==> config.mk <==
export PLATFORM = sky130hd
export DESIGN_NAME = mfil_top
export DESIGN_NICKNAME = d
export VERILOG_FILES = /design/src/inc/mfil_pkg.sv /design/src/rtl/mfil_top.sv
export SDC_FILE = /design/constraint.sdc
export NUM_CORES = 1
export LEC_CHECK = 0
export BUFFER_PORTS_ARGS = -buffer_cell sky130_fd_sc_hd__buf_4
export CELL_PAD_IN_SITES_DETAIL_PLACEMENT = 0
export CELL_PAD_IN_SITES_GLOBAL_PLACEMENT = 1
export CORE_MARGIN = 8
export CORE_UTILIZATION = 42
export DETAILED_ROUTE_END_ITERATION = 12
export PLACE_DENSITY = 0.81
export SYNTH_ARGS = -nofsm -noshare
export SYNTH_HDL_FRONTEND = slang
export SYNTH_SLANG_ARGS = --single-unit
==> constraint.sdc <==
create_clock -name clk -period 5.45 [get_ports clk]
set_input_delay 0 -clock clk [delete_from_list [all_inputs] [get_ports clk]]
set_output_delay 0 -clock clk [all_outputs]
set_load 0.05 [all_outputs]
==> src/inc/mfil_pkg.sv <==
// shared constants and carrier types of the motion and fifo interrupt logic
`default_nettype none
package mfil_pkg;
	// register byte addresses on the wishbone slave
	localparam logic [7:0] ADR_STAT_FEAT = 8'h00;
	localparam logic [7:0] ADR_STAT_FIFO = 8'h04;
	localparam logic [7:0] ADR_FIFO_CFG  = 8'h08;
	localparam logic [7:0] ADR_WTM_LOW   = 8'h0c;
	localparam logic [7:0] ADR_WTM_HIGH  = 8'h10;
	localparam logic [7:0] ADR_CMD       = 8'h14;
	localparam logic [7:0] ADR_PIN1_CTL  = 8'h18;
	localparam logic [7:0] ADR_PIN2_CTL  = 8'h1c;
	localparam logic [7:0] ADR_LATCH     = 8'h20;
	localparam logic [7:0] ADR_MAP1      = 8'h24;
	localparam logic [7:0] ADR_MAP2      = 8'h28;
	localparam logic [7:0] ADR_ANY_CFG   = 8'h2c;
	localparam logic [7:0] ADR_NO_CFG    = 8'h30;
	localparam logic [7:0] ADR_RATE_CFG  = 8'h34;
	localparam logic [7:0] ADR_LEVEL     = 8'h38;
	// command codes and overread answers
	localparam logic [7:0]  CMD_FLUSH     = 8'hb0;
	localparam logic [15:0] OVR_HEADERLESS = 16'h8000;
	localparam logic [15:0] OVR_HEADER     = 16'h0080;
	// interrupt source vector positions (status and map registers)
	localparam int SRC_ANY  = 0;
	localparam int SRC_NO   = 1;
	localparam int SRC_FULL = 2;
	localparam int SRC_WTM  = 3;
	localparam int SRC_DRDY = 4;
	// pin control fields
	localparam int PIN_EDGE   = 0;
	localparam int PIN_LVL    = 1;
	localparam int PIN_OD     = 2;
	localparam int PIN_OUT_EN = 3;
	localparam int PIN_IN_EN  = 4;
	// fifo config fields
	localparam int CFG_HDR     = 0;
	localparam int CFG_TAG1    = 1;
	localparam int CFG_TAG2    = 2;
	localparam int CFG_ACC_EN  = 3;
	localparam int CFG_AUX_LSB = 4;
	// motion config fields
	localparam int MOT_DUR_LSB = 16;
	localparam int MOT_EN_LSB  = 29;
	// reset values
	localparam logic [7:0]  RST_FIFO_CFG = 8'h09;
	localparam logic [4:0]  RST_PIN_CTL  = 5'h00;
	localparam logic [4:0]  RST_MAP      = 5'h00;
	localparam logic [7:0]  RST_WTM_LOW  = 8'h00;
	localparam logic [4:0]  RST_WTM_HIGH = 5'h02;
	localparam logic [31:0] RST_MOT_CFG  = 32'h0005_00aa;
	localparam logic [7:0]  RST_RATE_CFG = 8'h88;

	typedef struct packed {
		logic signed [15:0] x;
		logic signed [15:0] y;
		logic signed [15:0] z;
	} mfil_sample_s;

	typedef struct packed {
		logic       push;
		logic       acc;
		logic       aux;
		logic [1:0] tag;
	} mfil_frame_s;

	typedef struct packed {
		logic              ack;
		logic [31:0]       rdata;
		logic [7:0]        fifo_cfg;
		logic [7:0]        wtm_lo;
		logic [4:0]        wtm_hi;
		logic [4:0]        pin1_ctl;
		logic [4:0]        pin2_ctl;
		logic              latch;
		logic [4:0]        map1;
		logic [4:0]        map2;
		logic [31:0]       any_cfg;
		logic [31:0]       no_cfg;
		logic [7:0]        rate_cfg;
		logic [4:0]        stat;
		logic              drdy_prev;
		logic [2:0][15:0]  any_ref;
		logic [2:0][15:0]  no_prev;
		logic              no_prev_ok;
		logic [12:0]       any_cnt;
		logic [12:0]       no_cnt;
		logic [1:0]        sync1;
		logic [1:0]        sync2;
		logic [1:0]        in_prev;
		logic [1:0]        edge_seen;
		logic              pin1_o;
		logic              pin1_oe;
		logic              pin2_o;
		logic              pin2_oe;
		logic              flush;
		mfil_frame_s       frame;
		logic [15:0]       ovr_word;
		logic              ovr_valid;
	} mfil_state_s;
endpackage
`default_nettype wire

==> src/rtl/mfil_top.sv <==
// motion detection, fifo level interrupts, pin logic and frame tagging of the sensor
//
// How it works
// - overread returns 0x8000 or 0x0080 by mode
// - slower-sensor frames also carry faster sensors
// - pin level sets frame external tag
// - full interrupt above two-frames-short threshold
// - watermark interrupt when level reaches watermark
// - fifo interrupts suppressed during fifo read
// - latched fifo flag clears on read below threshold
// - flush command resets the fifo
// - automatic reset only on three config changes
// - any-motion slope against stored reference per axis
// - any-motion after duration samples over threshold
// - reference reloaded only when any-motion triggers
// - any-motion status drops when slope falls
// - no-motion slope between consecutive samples
// - no-motion after duration samples all below
// - no-motion cleared when slope reaches threshold
// - per-pin enable, polarity, open-drain or push-pull
// - pin as input, edge or level, self-fed
// - latch select for fifo and drdy; features latched
// - latched status cleared by reading it
// - non-latched status follows its condition
// - sources reach pins only through map bits
`timescale 1ns/10ps
`default_nettype none
module mfil_top #(
	parameter int FIFO_BYTES = 1024
) (
	input  wire logic                  clk,
	input  wire logic                  sys_rst,
	input  wire logic                  wb_cyc,
	input  wire logic                  wb_stb,
	input  wire logic                  wb_we,
	input  wire logic [7:0]            wb_adr,
	input  wire logic [3:0]            wb_sel,
	input  wire logic [31:0]           wb_dat_w,
	output logic      [31:0]           wb_dat_r,
	output logic                       wb_ack,
	input  wire logic [13:0]           fifo_level,
	input  wire logic [4:0]            max_frame_bytes,
	input  wire logic                  fifo_rd_busy,
	input  wire logic                  fifo_rd_req,
	input  wire logic                  drdy_level,
	input  wire logic                  sample_tick,
	input  wire mfil_pkg::mfil_sample_s sample,
	input  wire logic                  acc_tick,
	input  wire logic                  aux_tick,
	input  wire logic                  cfg_transition,
	input  wire logic                  first_interrupt_pin_i,
	input  wire logic                  second_interrupt_pin_i,
	output logic                       first_interrupt_pin_o,
	output logic                       first_interrupt_pin_oe,
	output logic                       second_interrupt_pin_o,
	output logic                       second_interrupt_pin_oe,
	output logic                       fifo_flush,
	output mfil_pkg::mfil_frame_s      frame,
	output logic [15:0]                overread_word,
	output logic                       overread_valid
);
	localparam logic [13:0] FIFO_SIZE = 14'(FIFO_BYTES);

	mfil_pkg::mfil_state_s q;
	mfil_pkg::mfil_state_s d;

	// absolute difference of two signed samples, one bit wider so nothing wraps
	function automatic logic [16:0] abs_diff(input logic [15:0] a, input logic [15:0] b);
		logic [16:0] t;
		t = {a[15], a} - {b[15], b};
		abs_diff = t[16] ? 17'(-t) : t;
	endfunction

	// byte-lane merge for wishbone writes
	function automatic logic [31:0] merge(input logic [31:0] old, input logic [31:0] nw, input logic [3:0] sel);
		logic [31:0] r;
		r = old;
		for (int i = 0; i < 4; i++) begin
			if (sel[i]) begin
				r[i*8 +: 8] = nw[i*8 +: 8];
			end
		end
		merge = r;
	endfunction

	logic        take;
	logic        wr;
	logic        rd;
	logic [31:0] wv;
	logic [31:0] mv;
	logic [13:0] full_thr;
	logic        full_cond;
	logic        wtm_cond;
	logic [4:0]  src;
	logic        first_interrupt_pin;
	logic        second_interrupt_pin;
	logic [1:0]  pin_in;
	logic [1:0]  tag_lvl;
	logic [2:0]  any_en;
	logic [2:0]  no_en;
	logic [15:0] any_thr;
	logic [15:0] no_thr;
	logic [12:0] any_dur;
	logic [12:0] no_dur;
	logic        any_cond;
	logic        no_cond;
	logic [2:0]  any_over;
	logic [2:0]  no_over;
	logic [15:0] cur [3];
	logic        any_trig;
	logic        no_trig;
	logic [4:0]  set_v;
	logic [4:0]  clr_v;
	logic [7:0]  new_cfg;
	logic        acc_in;
	logic        clr_feat;
	logic        clr_fifo;

	always_comb begin
		d = q;
		take = wb_cyc && wb_stb && !q.ack;
		wr = take && wb_we;
		rd = take && !wb_we;
		wv = 32'h0000_0000;
		new_cfg = q.fifo_cfg;
		set_v = 5'h00;
		clr_v = 5'h00;

		// bus answer one cycle after the request, dropped in the following cycle
		d.ack = take;
		d.rdata = 32'h0000_0000;
		d.flush = 1'b0;

		// read path; unmapped addresses answer with zero
		if (wb_adr == mfil_pkg::ADR_STAT_FEAT) begin
			wv = {30'h0, q.stat[mfil_pkg::SRC_NO], q.stat[mfil_pkg::SRC_ANY]};
		end else if (wb_adr == mfil_pkg::ADR_STAT_FIFO) begin
			wv = {29'h0, q.stat[4:2]};
		end else if (wb_adr == mfil_pkg::ADR_FIFO_CFG) begin
			wv = {24'h0, q.fifo_cfg};
		end else if (wb_adr == mfil_pkg::ADR_WTM_LOW) begin
			wv = {24'h0, q.wtm_lo};
		end else if (wb_adr == mfil_pkg::ADR_WTM_HIGH) begin
			wv = {27'h0, q.wtm_hi};
		end else if (wb_adr == mfil_pkg::ADR_PIN1_CTL) begin
			wv = {27'h0, q.pin1_ctl};
		end else if (wb_adr == mfil_pkg::ADR_PIN2_CTL) begin
			wv = {27'h0, q.pin2_ctl};
		end else if (wb_adr == mfil_pkg::ADR_LATCH) begin
			wv = {31'h0, q.latch};
		end else if (wb_adr == mfil_pkg::ADR_MAP1) begin
			wv = {27'h0, q.map1};
		end else if (wb_adr == mfil_pkg::ADR_MAP2) begin
			wv = {27'h0, q.map2};
		end else if (wb_adr == mfil_pkg::ADR_ANY_CFG) begin
			wv = q.any_cfg;
		end else if (wb_adr == mfil_pkg::ADR_NO_CFG) begin
			wv = q.no_cfg;
		end else if (wb_adr == mfil_pkg::ADR_RATE_CFG) begin
			wv = {24'h0, q.rate_cfg};
		end else if (wb_adr == mfil_pkg::ADR_LEVEL) begin
			wv = {18'h0, fifo_level};
		end
		if (rd) begin
			d.rdata = wv;
		end
		// the read word is the zero-extended register, so it serves as the old value of a byte merge
		mv = merge(wv, wb_dat_w, wb_sel);

		// write path; the command register is write-only
		if (wr) begin
			if (wb_adr == mfil_pkg::ADR_FIFO_CFG) begin
				new_cfg = mv[7:0];
			end else if (wb_adr == mfil_pkg::ADR_WTM_LOW) begin
				d.wtm_lo = mv[7:0];
			end else if (wb_adr == mfil_pkg::ADR_WTM_HIGH) begin
				d.wtm_hi = mv[4:0];
			end else if (wb_adr == mfil_pkg::ADR_CMD) begin
				if (wb_sel[0] && wb_dat_w[7:0] == mfil_pkg::CMD_FLUSH) begin
					d.flush = 1'b1;
				end
			end else if (wb_adr == mfil_pkg::ADR_PIN1_CTL) begin
				d.pin1_ctl = mv[4:0];
			end else if (wb_adr == mfil_pkg::ADR_PIN2_CTL) begin
				d.pin2_ctl = mv[4:0];
			end else if (wb_adr == mfil_pkg::ADR_LATCH) begin
				d.latch = mv[0];
			end else if (wb_adr == mfil_pkg::ADR_MAP1) begin
				d.map1 = mv[4:0];
			end else if (wb_adr == mfil_pkg::ADR_MAP2) begin
				d.map2 = mv[4:0];
			end else if (wb_adr == mfil_pkg::ADR_ANY_CFG) begin
				d.any_cfg = mv;
			end else if (wb_adr == mfil_pkg::ADR_NO_CFG) begin
				d.no_cfg = mv;
			end else if (wb_adr == mfil_pkg::ADR_RATE_CFG) begin
				d.rate_cfg = mv[7:0];
			end
		end
		d.fifo_cfg = new_cfg;

		// automatic fifo reset: only these three changes, nothing else
		if (new_cfg[mfil_pkg::CFG_HDR] != q.fifo_cfg[mfil_pkg::CFG_HDR]) begin
			d.flush = 1'b1;
		end
		if (!new_cfg[mfil_pkg::CFG_HDR] && !q.fifo_cfg[mfil_pkg::CFG_HDR]
				&& new_cfg[mfil_pkg::CFG_ACC_EN] != q.fifo_cfg[mfil_pkg::CFG_ACC_EN]) begin
			d.flush = 1'b1;
		end
		if (new_cfg[7:mfil_pkg::CFG_AUX_LSB] != q.fifo_cfg[7:mfil_pkg::CFG_AUX_LSB]) begin
			d.flush = 1'b1;
		end

		// fifo level conditions, gated while the host streams the data register
		full_thr = FIFO_SIZE - {8'h00, max_frame_bytes, 1'b0};
		full_cond = (fifo_level > full_thr) && !fifo_rd_busy;
		wtm_cond = (fifo_level >= {1'b0, q.wtm_hi, q.wtm_lo}) && !fifo_rd_busy;

		// overread answer depends on header mode
		d.ovr_valid = fifo_rd_req && fifo_level == 14'h0000;
		if (fifo_rd_req && fifo_level == 14'h0000) begin
			d.ovr_word = q.fifo_cfg[mfil_pkg::CFG_HDR] ? mfil_pkg::OVR_HEADER : mfil_pkg::OVR_HEADERLESS;
		end

		// motion configuration fields
		any_thr = q.any_cfg[15:0];
		no_thr = q.no_cfg[15:0];
		any_dur = q.any_cfg[28:mfil_pkg::MOT_DUR_LSB];
		no_dur = q.no_cfg[28:mfil_pkg::MOT_DUR_LSB];
		any_en = q.any_cfg[31:mfil_pkg::MOT_EN_LSB];
		no_en = q.no_cfg[31:mfil_pkg::MOT_EN_LSB];
		cur[0] = sample.x;
		cur[1] = sample.y;
		cur[2] = sample.z;

		// per-axis slopes: any-motion against the reference, no-motion against the last sample
		for (int i = 0; i < 3; i++) begin
			any_over[i] = any_en[i] && abs_diff(cur[i], q.any_ref[i]) > {1'b0, any_thr};
			no_over[i] = no_en[i] && abs_diff(cur[i], q.no_prev[i]) >= {1'b0, no_thr};
		end
		any_cond = |any_over;
		no_cond = (|no_en) && !(|no_over) && q.no_prev_ok;
		any_trig = 1'b0;
		no_trig = 1'b0;

		// duration counters; a duration of zero behaves as one sample
		if (sample_tick) begin
			if (any_cond) begin
				if (q.any_cnt + 13'h0001 >= any_dur) begin
					any_trig = 1'b1;
					d.any_cnt = 13'h0000;
					for (int i = 0; i < 3; i++) begin
						d.any_ref[i] = cur[i];
					end
				end else begin
					d.any_cnt = q.any_cnt + 13'h0001;
				end
			end else begin
				d.any_cnt = 13'h0000;
			end
			if (no_cond) begin
				if (q.no_cnt + 13'h0001 >= no_dur) begin
					no_trig = 1'b1;
				end else begin
					d.no_cnt = q.no_cnt + 13'h0001;
				end
			end else begin
				d.no_cnt = 13'h0000;
			end
			for (int i = 0; i < 3; i++) begin
				d.no_prev[i] = cur[i];
			end
			d.no_prev_ok = 1'b1;
		end

		// status: features always latched, fifo and drdy per latch select; set beats read clear
		clr_feat = rd && wb_adr == mfil_pkg::ADR_STAT_FEAT;
		clr_fifo = rd && wb_adr == mfil_pkg::ADR_STAT_FIFO;
		d.drdy_prev = drdy_level;
		set_v[mfil_pkg::SRC_ANY] = any_trig;
		set_v[mfil_pkg::SRC_NO] = no_trig;
		clr_v[mfil_pkg::SRC_ANY] = clr_feat || (sample_tick && !any_cond && (|any_en));
		clr_v[mfil_pkg::SRC_NO] = clr_feat || (sample_tick && !no_cond);
		if (q.latch) begin
			set_v[mfil_pkg::SRC_FULL] = full_cond;
			set_v[mfil_pkg::SRC_WTM] = wtm_cond;
			set_v[mfil_pkg::SRC_DRDY] = drdy_level && !q.drdy_prev;
			clr_v[mfil_pkg::SRC_FULL] = clr_fifo;
			clr_v[mfil_pkg::SRC_WTM] = clr_fifo;
			clr_v[mfil_pkg::SRC_DRDY] = clr_fifo;
			d.stat = (q.stat & ~clr_v) | set_v;
		end else begin
			d.stat[1:0] = (q.stat[1:0] & ~clr_v[1:0]) | set_v[1:0];
			d.stat[4:2] = {drdy_level, wtm_cond, full_cond};
		end

		// source routing to the two pins
		src = q.stat;
		first_interrupt_pin = |(src & q.map1);
		second_interrupt_pin = |(src & q.map2);

		// pin drivers: polarity, enable, open-drain pulls low only
		d.pin1_oe = q.pin1_ctl[mfil_pkg::PIN_OUT_EN]
			&& (!q.pin1_ctl[mfil_pkg::PIN_OD] || (first_interrupt_pin != q.pin1_ctl[mfil_pkg::PIN_LVL]));
		d.pin1_o = q.pin1_ctl[mfil_pkg::PIN_OD] ? 1'b0 : (first_interrupt_pin == q.pin1_ctl[mfil_pkg::PIN_LVL]);
		d.pin2_oe = q.pin2_ctl[mfil_pkg::PIN_OUT_EN]
			&& (!q.pin2_ctl[mfil_pkg::PIN_OD] || (second_interrupt_pin != q.pin2_ctl[mfil_pkg::PIN_LVL]));
		d.pin2_o = q.pin2_ctl[mfil_pkg::PIN_OD] ? 1'b0 : (second_interrupt_pin == q.pin2_ctl[mfil_pkg::PIN_LVL]);

		// pin inputs pass two flops; an output-enabled pin feeds its own interrupt back
		d.sync1 = {second_interrupt_pin_i, first_interrupt_pin_i};
		d.sync2 = q.sync1;
		pin_in[0] = q.pin1_ctl[mfil_pkg::PIN_OUT_EN] ? first_interrupt_pin : q.sync2[0];
		pin_in[1] = q.pin2_ctl[mfil_pkg::PIN_OUT_EN] ? second_interrupt_pin : q.sync2[1];
		pin_in[0] = pin_in[0] && q.pin1_ctl[mfil_pkg::PIN_IN_EN];
		pin_in[1] = pin_in[1] && q.pin2_ctl[mfil_pkg::PIN_IN_EN];
		d.in_prev = pin_in;

		// edge mode remembers a rising edge until the next frame takes it
		for (int i = 0; i < 2; i++) begin
			if (pin_in[i] && !q.in_prev[i]) begin
				d.edge_seen[i] = 1'b1;
			end else if (q.frame.push) begin
				d.edge_seen[i] = 1'b0;
			end
		end
		tag_lvl[0] = q.pin1_ctl[mfil_pkg::PIN_EDGE] ? q.edge_seen[0] : pin_in[0];
		tag_lvl[1] = q.pin2_ctl[mfil_pkg::PIN_EDGE] ? q.edge_seen[1] : pin_in[1];

		// frame composition on the common rate grid; faster sensors ride along with slower ones
		acc_in = acc_tick || (aux_tick && !cfg_transition && q.fifo_cfg[mfil_pkg::CFG_ACC_EN]
			&& q.rate_cfg[3:0] >= q.rate_cfg[7:4]);
		d.frame.push = acc_tick || aux_tick;
		d.frame.acc = acc_in && q.fifo_cfg[mfil_pkg::CFG_ACC_EN];
		d.frame.aux = aux_tick || (acc_tick && !cfg_transition && q.fifo_cfg[7:mfil_pkg::CFG_AUX_LSB] != 4'h0
			&& q.rate_cfg[7:4] >= q.rate_cfg[3:0]);
		d.frame.tag[0] = q.fifo_cfg[mfil_pkg::CFG_TAG1] && q.pin1_ctl[mfil_pkg::PIN_IN_EN] && tag_lvl[0];
		d.frame.tag[1] = q.fifo_cfg[mfil_pkg::CFG_TAG2] && q.pin2_ctl[mfil_pkg::PIN_IN_EN] && tag_lvl[1];
	end

	// one register bank for the whole block
	always_ff @(posedge clk) begin
		if (sys_rst) begin
			q <= '0;
			q.fifo_cfg <= mfil_pkg::RST_FIFO_CFG;
			q.wtm_lo <= mfil_pkg::RST_WTM_LOW;
			q.wtm_hi <= mfil_pkg::RST_WTM_HIGH;
			q.pin1_ctl <= mfil_pkg::RST_PIN_CTL;
			q.pin2_ctl <= mfil_pkg::RST_PIN_CTL;
			q.map1 <= mfil_pkg::RST_MAP;
			q.map2 <= mfil_pkg::RST_MAP;
			q.any_cfg <= mfil_pkg::RST_MOT_CFG;
			q.no_cfg <= mfil_pkg::RST_MOT_CFG;
			q.rate_cfg <= mfil_pkg::RST_RATE_CFG;
		end else begin
			q <= d;
		end
	end

	// every output straight from the state flops
	assign wb_dat_r = q.rdata;
	assign wb_ack = q.ack;
	assign first_interrupt_pin_o = q.pin1_o;
	assign first_interrupt_pin_oe = q.pin1_oe;
	assign second_interrupt_pin_o = q.pin2_o;
	assign second_interrupt_pin_oe = q.pin2_oe;
	assign fifo_flush = q.flush;
	assign frame = q.frame;
	assign overread_word = q.ovr_word;
	assign overread_valid = q.ovr_valid;
endmodule
`default_nettype wire

==> results_dict.tcl <==
set metrics [dict create \
    fin_skew_ns 0.0290 \
    first_pass_iters 9 \
    power.combinational.fraction 0.279 \
    slew-limit-headroom 0.283 \
    fin_area_um2 28100 \
    internal_power_w 0.00448 \
    path_max_fanout 11 \
    die_x_um 253 \
    grt-ovfl-total 0 \
    synth-async-reset-ratio 0 \
    cp.arrival_ns 5.69 \
    insertion_delay_ns 0.57 \
    layout_commonest_cell "dfxtp_1" \
    cp.required_ns 5.90 \
    min_from "wb_adr[6]" \
    cts.sinks 297 \
    via_count_of_the_first_global_routing_pass 21459 \
    cts_root_buffer "clkbuf_16" \
    net_switching_w 0.00211 \
    p_sw_frac 0.320 \
    grt_start_max_net_pins 182 \
    drt_first_iter_violations 1389 \
    synthesis.area_um2 23600 \
    crit-reg2reg-launch "q[62]" \
    fp.dieArea_um2 64200 \
    via_count 21959 \
    shortest_clock_period_the_worst_path_allows_after_layout_ns 5.23 \
    worstSetupStartpoint "q[62]" \
    clockBufferDepth 3 \
    detail_route.wirelength_mm 74.1 \
    synth_top_flop_cell "dfxtp_1" \
    clkSlewWorstSetupHoldPaths_ns 0.06 \
    number_of_antenna_violations_at_the_first_check_in_global_routing 0 \
    grt_pass1_wl_mm 116 \
    edff_count_synth 0 \
    drt-vias-per-instance 5.54 \
    ff2ff_setup_slack_ns 0.22 \
    maxCapViolations 0 \
    core.rowCount 87 \
    die_h_um 253 \
    route.antenna.remaining_nets 0 \
    power_leakage_nw 11.2 \
    core-area_um2 56100 \
    tritoncts.num_buffers 36 \
    syn-instance-count 2947 \
    grt_use_total 0.222 \
    power.sequential.fraction 0.336 \
    maxClockFrequency_mhz 191 \
    period_share 0.960 \
    worst-setup-path-type "reg -> reg" \
    outcome "finished clean" \
    slew_violations 0 \
    layout_common_cells "dfxtp_1, ha_1, inv_1" \
    synth.lib_cells_used.distinct 98 \
    n_fill_cell 5380 \
    finalSetupViolations 0 \
    finalHoldWorstSlack_ns 0.0311 \
    finalWeightedCongestion 0.913 \
    synthToLayoutAreaGrowth_pct 19.0 \
    start_kind "register" \
    placedCellCount 3767 \
    yosysWarningCount 0 \
    ports_placed_on_the_boundary 185 \
    avgRoutedWirePerCell_um 18.7 \
    cts_tree "done" \
    detailed_place_hpwl_mm 56.0 \
    power-per-cell-area_nw_per_um2 234 \
    timing_worst_slew_pin_value_ns 1.07 \
    ant_diodes 0 \
    postSynthAreaPerCell_um2 8.02 \
    finalHoldViolCount 0 \
    synth_seq_area_share 0.251 \
    layout.nets 3565 \
    max_ir_drop_vdd_v 0.000242 \
    worst_hold_path_type "in -> reg" \
    io_buffers 170 \
    endpoint_kind "register" \
    number_of_standard_cells_in_the_layout_taps_in_and_fillers_out 3962 \
    cts_htree_levels 2 \
    synth-seq-cells 297 \
    initial_util 0.422 \
    clock_power_share 0.385 \
    post_dp_cell_area_um2 25400 \
    fraction_of_final_layout_cells_sized_beyond_drive_strength_1 0.110 \
    post-route-drc-count 0 \
]
## metrics by stage
stage               setup WS [ns]  setup TNS, ns  power [W]  utilization
CTS                        0.0228              0    0.00660        0.498
detailed placement        -0.0549          -2.34    0.00396        0.454
global route              -0.0300        -0.0489    0.00692        0.502
floorplan                   0.260              0    0.00350            -
finish                      0.217              0    0.00659        0.502
global placement            0.131              0    0.00392        0.454
## layer usage
metal  vias to the layer above  GRT usage  wire length, um
met5                         -          0                0
met3                       141     0.0322             4370
met4                         0     0.0782             2300
li1                      10830          -                -
met1                     10373      0.287            33000
met2                       615      0.373            34400
## repair_timing
item                                    CTS  global route
hold buffers                            125             0
endpoints found under the setup margin   58            76
setup buffers                             0             3
pin swaps                                 0            11
resized for setup                         1            43
hold endpoints to repair                170             0
gates cloned                              0             1
## power by group through the flow
stage               logic (W)  registers [W]  clock network (W)
global placement      0.00166        0.00226                  0
CTS                   0.00178        0.00221            0.00260
detailed placement    0.00170        0.00226                  0
global route          0.00203        0.00222            0.00267
finish                0.00184        0.00221            0.00254
floorplan             0.00123        0.00226                  0
## Yosys cell counts, types with 13 or more instances
library cell  instances  area share
a211o_1              24      0.0089
a211oi_1             56       0.018
a21o_1               51       0.016
a21oi_1             179       0.038
a22oi_1              25      0.0079
a31oi_1              19      0.0050
and2_1               16      0.0042
and3_1               19      0.0050
buf_4                56       0.018
clkbuf_1             83       0.013
dfxtp_1             297        0.25
ha_1                256        0.14
inv_1               252       0.040
mux2i_1             136       0.058
nand2_1             233       0.037
nand2b_1            137       0.036
nand3_1              42      0.0089
nand3b_1             13      0.0041
nand4_1              25      0.0066
nor2_1              251       0.040
nor2b_1              48       0.013
nor3_1               57       0.012
nor3b_1              14      0.0044
nor4_1               16      0.0042
o211ai_1             25      0.0079
o21a_1               48       0.015
o21ai_0             120       0.025
o31ai_1              20      0.0063
or3_1                24      0.0063
xnor2_1             111       0.041
xor2_1               65       0.024
## critical path, cell delays in order (launching register included)
cell and delay, ns:
dfxtp_1 0.31, ha_1 0.20, fa_1 0.41, nor2b_1 0.17, o31a_1 0.23, o21ai_2 0.13
o41ai_2 0.34, buf_4 0.18, o31a_1 0.16, nand3_1 0.09, o211ai_1 0.21, buf_4 0.24
nor2_1 0.06, xor2_1 0.24, ha_1 0.31, a21o_1 0.19, a211oi_1 0.24, o211ai_1 0.14
o221ai_2 0.22, nand4_1 0.13, a211oi_2 0.26, buf_6 0.19, a31oi_4 0.15, o32ai_2 0.31
## sequential cells by signal, summed over array words and instances, names as in the netlist, 2 cells and up
name           count
any_en             3
overread_word      2
wb_dat_r          32
no_dur            13
q                180
src                5
d                  2
no_thr            16
any_thr           16
no_en              3
frame              5
any_dur           13
## path summary, 6_finish.rpt
path | end | cells after the start
min reg2reg | q[28] | 1
max | q[45] | 23
min | wb_dat_r[5] | 4
max reg2reg | q[45] | 23
## logic make-up after synthesis
group,after synthesis,share of synthesized area
buf+inv,406,0.0748
xor+xnor,176,0.0652
flops,297,0.251
mux,140,0.0595
compound gates,708,0.202
fa+ha+maj,262,0.141
other cells,1,0.000159
simple gates,957,0.206
## final cells by class
class / instances / area (um2) / area share
clock buffer: 46 / 978 / 0.0348
clock inverter: 20 / 250 / 0.00889
inverter: 252 / 946 / 0.0336
multi-input combinational: 2257 / 16200 / 0.575
sequential: 297 / 5950 / 0.211
tap: 756 / 946 / 0.0336
timing repair buffer: 334 / 2880 / 0.102
No activity file was read; power rests on OpenSTA's default activity.
